`config.mk`:
```
export PLATFORM = sky130hd
export DESIGN_NAME = vac_sequencer
export DESIGN_NICKNAME = d
export VERILOG_FILES = /design/src/vac_pkg.sv /design/src/vac_tick_div.sv /design/src/vac_link_tx.sv /design/src/vac_sequencer.sv
export SDC_FILE = /design/constraint.sdc
export NUM_CORES = 1
export LEC_CHECK = 0
export CORE_ASPECT_RATIO = 1.4
export CORE_UTILIZATION = 58
export DETAILED_ROUTE_END_ITERATION = 8
export DONT_BUFFER_PORTS = 1
export PLACE_DENSITY = 0.73
export SLEW_MARGIN = 10
export SYNTH_ARGS = -nofsm -noshare
export SYNTH_HDL_FRONTEND = slang
export SYNTH_SLANG_ARGS = --single-unit
```
`constraint.sdc`:
```
create_clock -name clk -period 3.8 [get_ports clk]
set_input_delay 0.19 -clock clk [delete_from_list [all_inputs] [get_ports clk]]
set_output_delay 0.19 -clock clk [all_outputs]
set_load 0.02 [all_outputs]
```
`src/vac_pkg.sv`:
```
package vac_pkg;

  // ----------------------------------------
  // register offsets
  // ----------------------------------------
  localparam logic [7:0] A_REF_DIV = 8'h02;
  localparam logic [7:0] A_INTG    = 8'h03;
  localparam logic [7:0] A_FRAC    = 8'h04;
  localparam logic [7:0] A_OSC     = 8'h05;
  localparam logic [7:0] A_MODE    = 8'h06;
  localparam logic [7:0] A_LOCK    = 8'h07;
  localparam logic [7:0] A_CAL     = 8'h0a;
  localparam logic [7:0] A_READ    = 8'h10;
  localparam logic [7:0] A_STAT    = 8'h12;

  // ----------------------------------------
  // field positions and widths
  // ----------------------------------------
  localparam int F_FRAC_MODE = 11;
  localparam int F_RELOCK    = 13;
  localparam int F_CAL_OFF   = 11;
  localparam int F_WIN_EXP   = 0;
  localparam int F_WAIT_K    = 6;
  localparam int F_CLK_EXP   = 13;
  localparam int F_ID_W      = 7;
  localparam int REF_W       = 14;
  localparam int INT_W       = 19;
  localparam int FRAC_W      = 24;
  localparam int OSC_W       = 16;
  localparam int CAL_W       = 15;

  // ----------------------------------------
  // reset values and timing counts
  // ----------------------------------------
  localparam logic [13:0] RST_REF_DIV = 14'h0001;
  localparam logic [8:0]  WAIT_UNIT   = 9'h064;
  localparam logic [4:0]  MAN_LEN     = 5'h10;
  localparam logic [4:0]  CAL_LEN     = 5'h14;

  // ----------------------------------------
  // carriers and states
  // ----------------------------------------
  typedef struct packed {
    logic [7:0]  addr;
    logic [31:0] wdata;
    logic        wr;
    logic        rd;
  } vac_bus_t;

  typedef struct packed {
    logic sck;
    logic sdo;
    logic sen;
  } vac_link_t;

  typedef enum logic [2:0] {
    S_IDLE = 3'b000,
    S_SEND = 3'b001,
    S_XFER = 3'b010,
    S_WAIT = 3'b011,
    S_MEAS = 3'b100
  } vac_state_t;

endpackage : vac_pkg

```
`src/vac_tick_div.sv`:
```
`timescale 1ns/100ps
`default_nettype none

module vac_tick_div (
  // clock and reset
  input  wire logic       clk,
  input  wire logic       rstn,
  // rate select
  input  wire logic [2:0] exp2,
  // enable
  output var  logic       tick
);
  import vac_pkg::*;

  typedef struct packed {
    logic [4:0] cnt;
    logic       tick;
  } vac_div_t;

  vac_div_t   s;
  vac_div_t   next_s;
  logic [4:0] top;

  always_comb begin
    top = 5'((6'h01 << exp2) - 6'h01);
    next_s = s;
    next_s.tick = (s.cnt >= top);
    next_s.cnt = next_s.tick ? 5'h00 : s.cnt + 5'h01;
  end

  always_ff @(posedge clk) begin
    if (!rstn) begin
      s <= '0;
    end else begin
      s <= next_s;
    end
  end

  assign tick = s.tick;

endmodule : vac_tick_div

`default_nettype wire

```
`src/vac_link_tx.sv`:
```
`timescale 1ns/100ps
`default_nettype none

module vac_link_tx #(
  parameter int WORD_W = 16
) (
  // clock and reset
  input  wire logic               clk,
  input  wire logic               rstn,
  // request
  input  wire logic               tick,
  input  wire logic               start,
  input  wire logic [WORD_W-1:0]  word,
  input  wire logic [4:0]         len,
  // link and status
  output var  vac_pkg::vac_link_t link,
  output var  logic               busy,
  output var  logic               done
);
  import vac_pkg::*;

  typedef struct packed {
    logic [WORD_W-1:0] sh;
    logic [4:0]        left;
    logic              busy;
    logic              done;
    vac_link_t         link;
  } vac_tx_t;

  vac_tx_t s;
  vac_tx_t next_s;

  // ----------------------------------------
  // shifter
  // ----------------------------------------
  // bits past the word are sent as zero, so a long frame pads itself
  always_comb begin
    next_s = s;
    next_s.done = 1'b0;
    if (!s.busy) begin
      if (start) begin
        next_s.busy = 1'b1;
        next_s.sh = word;
        next_s.left = len;
        next_s.link.sen = 1'b1;
        next_s.link.sck = 1'b0;
        next_s.link.sdo = word[WORD_W-1];
      end
    end else if (tick) begin
      if (!s.link.sck) begin
        next_s.link.sck = 1'b1;
      end else begin
        next_s.link.sck = 1'b0;
        next_s.sh = s.sh << 1;
        next_s.link.sdo = s.sh[WORD_W-2];
        next_s.left = s.left - 5'h01;
        if (s.left == 5'h01) begin
          next_s.busy = 1'b0;
          next_s.done = 1'b1;
          next_s.link.sen = 1'b0;
          next_s.link.sdo = 1'b0;
        end
      end
    end
  end

  always_ff @(posedge clk) begin
    if (!rstn) begin
      s <= '0;
    end else begin
      s <= next_s;
    end
  end

  assign link = s.link;
  assign busy = s.busy;
  assign done = s.done;

endmodule : vac_link_tx

`default_nettype wire

```
`src/vac_sequencer.sv`:
```
`timescale 1ns/100ps
`default_nettype none

module vac_sequencer #(
  parameter int SW_W = 5
) (
  // clock and reset
  input  wire logic               clk,
  input  wire logic               rstn,
  // register port
  input  wire vac_pkg::vac_bus_t  bus,
  output var  logic [31:0]        rdata,
  // oscillator feedback and lock
  input  wire logic               vco_fb,
  input  wire logic               lock_detect,
  // oscillator link
  output var  vac_pkg::vac_link_t link,
  // loop control
  output var  logic               vtune_hold,
  output var  logic               cal_busy,
  output var  logic [18:0]        prescaler_int,
  output var  logic [23:0]        modulator_frac
);
  import vac_pkg::*;

  typedef struct packed {
    logic [31:0]       rdata;
    logic [REF_W-1:0]  ref_div;
    logic [INT_W-1:0]  intg;
    logic [FRAC_W-1:0] frac;
    logic [OSC_W-1:0]  osc;
    logic [CAL_W-1:0]  calcfg;
    logic              frac_mode;
    logic              relock_en;
    logic              relock_used;
    logic              man_pend;
    logic [7:0]        rb;
    logic [7:0]        code;
    logic [2:0]        bitn;
    logic              final_x;
    vac_state_t        state;
    logic [20:0]       cnt;
    logic [25:0]       edges;
    logic [INT_W-1:0]  pre_int;
    logic [FRAC_W-1:0] mod_frac;
    logic              vs1;
    logic              vs2;
    logic              vs3;
    logic              ls1;
    logic              ls2;
    logic              ls3;
  } vac_seq_t;

  vac_seq_t    s;
  vac_seq_t    next_s;
  logic [2:0]  n_exp;
  logic [2:0]  m_exp;
  logic [49:0] nratio;
  logic [25:0] expv;
  logic [25:0] meas;
  logic [20:0] win;
  logic [8:0]  wait_len;
  logic        cal_off;
  logic        freq_wr;
  logic        relock;
  logic        vedge;
  logic        tick;
  logic        sh_start;
  logic [15:0] sh_word;
  logic [4:0]  sh_len;
  logic        sh_busy;
  logic        sh_done;

  // ----------------------------------------
  // engine clock and link
  // ----------------------------------------
  // engine rate select
  always_comb begin
    case (s.calcfg[F_CLK_EXP +: 2])
      2'h0: m_exp = 3'h0;
      2'h1: m_exp = 3'h2;
      2'h2: m_exp = 3'h4;
      default: m_exp = 3'h5;
    endcase
  end

  vac_tick_div u_div (
    .clk  (clk),
    .rstn (rstn),
    .exp2 (m_exp),
    .tick (tick)
  );

  vac_link_tx #(
    .WORD_W (OSC_W)
  ) u_tx (
    .clk   (clk),
    .rstn  (rstn),
    .tick  (tick),
    .start (sh_start),
    .word  (sh_word),
    .len   (sh_len),
    .link  (link),
    .busy  (sh_busy),
    .done  (sh_done)
  );

  // ----------------------------------------
  // next state
  // ----------------------------------------
  always_comb begin
    n_exp = s.calcfg[F_WIN_EXP +: 3];
    nratio = {7'h00, s.intg, s.frac} << n_exp;
    expv = nratio[49:24];
    win = {7'h00, s.ref_div} << n_exp;
    wait_len = 9'(s.calcfg[F_WAIT_K +: 2] * WAIT_UNIT);
    cal_off = s.calcfg[F_CAL_OFF];
    vedge = s.vs2 && !s.vs3;
    meas = s.edges + {25'h0000000, vedge};
    freq_wr = bus.wr && ((bus.addr == A_FRAC && s.frac_mode)
                      || (bus.addr == A_INTG && !s.frac_mode));
    relock = s.ls3 && !s.ls2 && s.relock_en && !s.relock_used
             && s.state == S_IDLE && !cal_off;
    sh_start = 1'b0;
    sh_word = {s.osc[15], s.code, s.osc[F_ID_W-1:0]};
    sh_len = CAL_LEN;
    next_s = s;

    // the second and third stages of each synchroniser feed the edge detects
    next_s.vs1 = vco_fb;
    next_s.vs2 = s.vs1;
    next_s.vs3 = s.vs2;
    next_s.ls1 = lock_detect;
    next_s.ls2 = s.ls1;
    next_s.ls3 = s.ls2;

    // register reads, answer one cycle later
    next_s.rdata = 32'h00000000;
    if (bus.rd) begin
      if (bus.addr == A_REF_DIV) begin
        next_s.rdata = 32'(s.ref_div);
      end else if (bus.addr == A_INTG) begin
        next_s.rdata = 32'(s.intg);
      end else if (bus.addr == A_FRAC) begin
        next_s.rdata = 32'(s.frac);
      end else if (bus.addr == A_OSC) begin
        next_s.rdata = 32'(s.osc);
      end else if (bus.addr == A_MODE) begin
        next_s.rdata = 32'(s.frac_mode) << F_FRAC_MODE;
      end else if (bus.addr == A_LOCK) begin
        next_s.rdata = 32'(s.relock_en) << F_RELOCK;
      end else if (bus.addr == A_CAL) begin
        next_s.rdata = 32'(s.calcfg);
      end else if (bus.addr == A_READ) begin
        next_s.rdata = 32'(s.rb);
      end else if (bus.addr == A_STAT) begin
        next_s.rdata = {28'h0000000, s.relock_used, s.state};
      end
    end

    // register writes
    if (bus.wr) begin
      if (bus.addr == A_REF_DIV) begin
        next_s.ref_div = bus.wdata[REF_W-1:0];
      end else if (bus.addr == A_INTG) begin
        next_s.intg = bus.wdata[INT_W-1:0];
      end else if (bus.addr == A_FRAC) begin
        next_s.frac = bus.wdata[FRAC_W-1:0];
      end else if (bus.addr == A_OSC) begin
        next_s.osc = bus.wdata[OSC_W-1:0];
        // with calibration off, forward once the link is free and no search runs
        next_s.man_pend = cal_off;
      end else if (bus.addr == A_MODE) begin
        next_s.frac_mode = bus.wdata[F_FRAC_MODE];
      end else if (bus.addr == A_LOCK) begin
        next_s.relock_en = bus.wdata[F_RELOCK];
      end else if (bus.addr == A_CAL) begin
        next_s.calcfg = bus.wdata[CAL_W-1:0];
      end
    end

    if (bus.wr && cal_off && bus.addr == A_INTG) begin
      next_s.pre_int = bus.wdata[INT_W-1:0];
    end
    if (bus.wr && cal_off && bus.addr == A_FRAC) begin
      next_s.mod_frac = bus.wdata[FRAC_W-1:0];
    end

    if (s.man_pend && !sh_busy && s.state == S_IDLE) begin
      sh_start = 1'b1;
      sh_word = s.osc;
      sh_len = MAN_LEN;
      // a word written in the same cycle stays pending: the set wins
      next_s.man_pend = bus.wr && bus.addr == A_OSC && cal_off;
    end

    case (s.state)
      S_IDLE: begin
        next_s.cnt = 21'h000000;
      end
      S_SEND: begin
        if (!sh_busy) begin
          sh_start = 1'b1;
          next_s.state = S_XFER;
        end
      end
      S_XFER: begin
        if (sh_done) begin
          next_s.cnt = 21'h000000;
          if (s.final_x) begin
            next_s.pre_int = s.intg;
            next_s.mod_frac = s.frac;
            next_s.rb = s.code;
            next_s.state = S_IDLE;
          end else begin
            next_s.state = S_WAIT;
          end
        end
      end
      S_WAIT: begin
        if (s.cnt[8:0] >= wait_len) begin
          next_s.cnt = 21'h000000;
          next_s.edges = 26'h0000000;
          next_s.state = S_MEAS;
        end else if (tick) begin
          next_s.cnt = s.cnt + 21'h000001;
        end
      end
      S_MEAS: begin
        next_s.edges = meas;
        next_s.cnt = s.cnt + 21'h000001;
        if (next_s.cnt == win) begin
          // too slow drops the bit, capacitance out
          if (meas <= expv) begin
            next_s.code[s.bitn] = 1'b0;
          end
          if (s.bitn == 3'h0) begin
            next_s.final_x = 1'b1;
          end else begin
            next_s.bitn = s.bitn - 3'h1;
            next_s.code[s.bitn - 3'h1] = 1'b1;
          end
          next_s.state = S_SEND;
        end
      end
      default: begin
        next_s.state = S_IDLE;
      end
    endcase

    // rewrite of same value also starts
    // restart wins over a running search
    if ((freq_wr && !cal_off) || relock) begin
      next_s.state = S_SEND;
      next_s.bitn = 3'(SW_W - 1);
      next_s.code = 8'h00;
      next_s.code[SW_W-1] = 1'b1;
      next_s.final_x = 1'b0;
      next_s.cnt = 21'h000000;
      // drop a search frame queued now, it would carry the stale code; a pending manual frame still starts
      sh_start = s.man_pend && !sh_busy && s.state == S_IDLE;
      next_s.relock_used = relock;
    end
  end

  // ----------------------------------------
  // state register
  // ----------------------------------------
  always_ff @(posedge clk) begin
    if (!rstn) begin
      s <= '0;
      s.ref_div <= RST_REF_DIV;
      s.state <= S_IDLE;
    end else begin
      s <= next_s;
    end
  end

  assign vtune_hold = (s.state != S_IDLE);
  assign cal_busy = (s.state != S_IDLE);
  assign rdata = s.rdata;
  assign prescaler_int = s.pre_int;
  assign modulator_frac = s.mod_frac;

endmodule : vac_sequencer

`default_nettype wire

```
==> impl_metrics.tcl <==
set metrics [dict create \
    outcome "finished clean" \
    cts_sinks 266 \
    critPathLaunchType "register" \
    met1_length_mm 18.04 \
    fin_area_sq_um 16760 \
    clk_latency_ns 0.57 \
    synth_edf_count 0 \
    fmax_mhz 271.9 \
    critPathMaxStageDelay_ns 0.37 \
    p_int_uw 4355 \
    place_ws_ns -0.2096 \
    fin_ws_ns 0.1216 \
    cp_top_family "simple AND/OR/NAND/NOR gates" \
    drt-initial-drc-count 1491 \
    async_flop_share_pct 0 \
    synthDistinctLibCells 83 \
    start_util_pct 59.10 \
    dr.pass1.iters 8 \
    worst_pin_slew_ns 1.094 \
    cp-end-kind "register" \
    cts_max_path_buffers 3 \
    finalMaxSlewViolations 0 \
    grt_pass1_wl_mm 72.77 \
    drive_gt1_share_pct 10.92 \
    switchingPower_uw 1301 \
    drv_cap 0 \
    die_y_microns 195.3 \
    seq_area_frac_synth_pct 34.41 \
    crit_path_cell_trace "nor2b_4 -> ha_4 -> ha_4 -> nand3_4 -> nor4_4 -> inv_2 -> nor2_4 -> nand4_1 -> xnor2_2 -> ha_1 -> nand4_1 -> nor4_2 -> o221ai_1 -> a32o_2 -> and2_4 -> a31o_2 -> o211ai_1" \
    coreArea_sq_um 26190 \
    p_sw_share_pct 23.01 \
    hold_class "in -> reg" \
    finalCritPeriodShare_pct 96.80 \
    grt_pass1_vias 13375 \
    cp.arrival_ns 4.17 \
    drc 0 \
    period_needed_ns 3.678 \
    wl_met2_mm 22.00 \
    rows 70 \
    gp_congestion 0.9699 \
    antenna_cells 0 \
    clk_pin_slew_worst_paths_ns 0.07 \
    p_leak_uw 0.006330 \
    seqPwrFrac_pct 49.6 \
    area_delta_synth_final_pct 8.286 \
    viasPerCell 6.643 \
    multi_input_area_sq_um 9087 \
    top_layer_used "met4" \
    dp_hpwl_mm 32.01 \
    drt-total-wl_mm 46.85 \
    fill_cells 2214 \
    fin_nets 1925 \
    ioPinCount 126 \
    synthFlopType "dfxtp_1" \
    cts_root_buf "clkbuf_16" \
    combPwrFrac_pct 2.9 \
    tritoncts "built" \
    p_total_uw 5656 \
    via_count 14442 \
    synth_most_common_cell "nand2_1" \
    crit_path_max_fanout 4 \
    required_ns 4.29 \
    antenna_found_initial 1 \
    rsz0062_at_grt "yes" \
    htree_num_levels 1 \
    die_x_microns 140.1 \
    synth_area_per_cell_sq_um 8.129 \
    ys_warn_count 0 \
    critPathKind "reg -> reg" \
    wl_per_cell_microns 21.55 \
    ys_seq_elements 266 \
    grt_max_degree 126 \
    setup_viol 0 \
    synth_area_leaders "dfxtp_1, nand2_1, a21oi_1" \
    path_buf_inv 1 \
    syn_area_sq_um 15480 \
    overflow 0 \
    peakVddDrop_mv 0.3783 \
    grt_usage_pct 33.46 \
    finalSetupTns_ns 0 \
    powerDensity_nw_per_um2 337.5 \
    fin_skew_ns 0.02426 \
    ys_top_cells_by_count "nand2_1, dfxtp_1, a21oi_1" \
    cts_buffers 27 \
    yosysTopAreaCellShare_pct 34.41 \
    max_slew_margin_pct 26.82 \
    port_buffers 0 \
    synth.largest_area_cell "dfxtp_1" \
    utilization_pct 64.00 \
    ant_nets 0 \
    seq_area_sq_um 5333 \
    wl_met3_mm 3.632 \
    placed_area_sq_um 15350 \
    pwr-share-clk_pct 47.6 \
    synth_cells 1904 \
    worst_path_max_delay_cell "a32o_2" \
    die_area_sq_um 27350 \
    hold_viol_final 0 \
]
## final timing paths
| path | startpoint | to | slack, ns | depth (start not counted) |
|---|---|---|---|---|
| setup / recovery | next_s[3]$_SDFF_PN0_ | s[110]$_SDFFE_PP0P_ | 0.12 | 17 |
| hold / removal | rstn | s[109]$_SDFFE_PP0P_ | 0.03 | 3 |
| setup reg to reg | next_s[3]$_SDFF_PN0_ | s[110]$_SDFFE_PP0P_ | 0.12 | 17 |
| hold reg to reg | next_s[1]$_SDFF_PN0_ | next_s[0]$_SDFF_PN0_ | 0.45 | 1 |
## through the flow
stage          cells  hold slack [ns]
2_1_floorplan   1911           0.3173
3_3_place_gp    2089           0.2734
3_5_place_dp    2089           0.2754
4_1_cts         2171          0.01213
5_1_grt         2174          0.05180
6_report        2174          0.03275
## area by class of cell
| cell class | count | area share [%] |
|---|---|---|
| tap | 324 | 2.419 |
| multi-input combinational | 1395 | 54.22 |
| inverter | 32 | 0.7465 |
| clock inverter | 12 | 0.6122 |
| clock buffer | 37 | 4.673 |
| sequential | 266 | 31.82 |
| timing repair buffer | 108 | 5.510 |
## metal layers
layer	GRT usage (%)	vias up
met3	4.855	190
li1	-	6637
met5	0	-
met4	20.47	0
met2	55.07	742
met1	41.31	6873
## timing repair
item	in CTS	in global routing
pin swaps	4	17
hold endpoints to repair	151	0
setup endpoints to repair	8	8
gates resized for setup	7	29
hold buffers	32	0
buffers inserted	1	3
## power by group through the flow
stage | combinational, uW | clock [uW] | sequential, uW
floorplan | 88.6 | 0 | 2860
global placement | 91.1 | 0 | 2870
detailed placement | 92.3 | 0 | 2870
CTS | 153 | 2700 | 2800
global route | 167 | 2810 | 2800
finish | 162 | 2690 | 2800
## worst register-to-register path: stages, from the launching register on
cell and delay (ns):
dfxtp_2 0.32, nor2b_4 0.17, ha_4 0.15, ha_4 0.14, nand3_4 0.09, nor4_4 0.30
inv_2 0.11, nor2_4 0.11, nand4_1 0.17, xnor2_2 0.20, ha_1 0.30, nand4_1 0.17
nor4_2 0.36, o221ai_1 0.17, a32o_2 0.37, and2_4 0.17, a31o_2 0.22, o211ai_1 0.07
## state kept, by name, indices dropped and copies added, names as in the netlist
name	cells
modulator_frac	24
u_tx.s	20
next_s	4
n_exp	3
prescaler_int	19
u_tx.done	1
cal_off	1
u_div.tick	1
u_tx.busy	1
u_tx.link	3
s	160
u_div.s	5
rdata	24
## cell usage in the layout, fill, tap and decap left out, drive strengths merged, types with 11 or more instances in the layout
master       count
nand2          302
dfxtp          266
a21oi          202
nor2           145
nand3           77
buf             76
mux2i           71
o21ai           55
ha              49
clkbuf          37
nor3            33
inv             33
dlygate4sd3     32
a211oi          31
mux4            27
nand4           25
and3            25
xnor2           22
a22oi           21
a311oi          21
and2            21
a222oi          19
or3             19
xor2            18
a31oi           18
nor4            18
nor2b           17
nand3b          12
a21o            11
## cell families after synthesis
logic type	Yosys count	synth area share [%]
AO/OA/AOI/OAI	456	18.97
buffers and inverters	250	8.205
AND/OR/NAND/NOR	734	22.40
adder cells (fa/ha/maj)	49	3.961
XOR/XNOR	46	3.137
flip-flops	266	34.41
other	1	0.02423
multiplexers	102	8.892
Note: power is estimated with default switching activity, not from simulation.
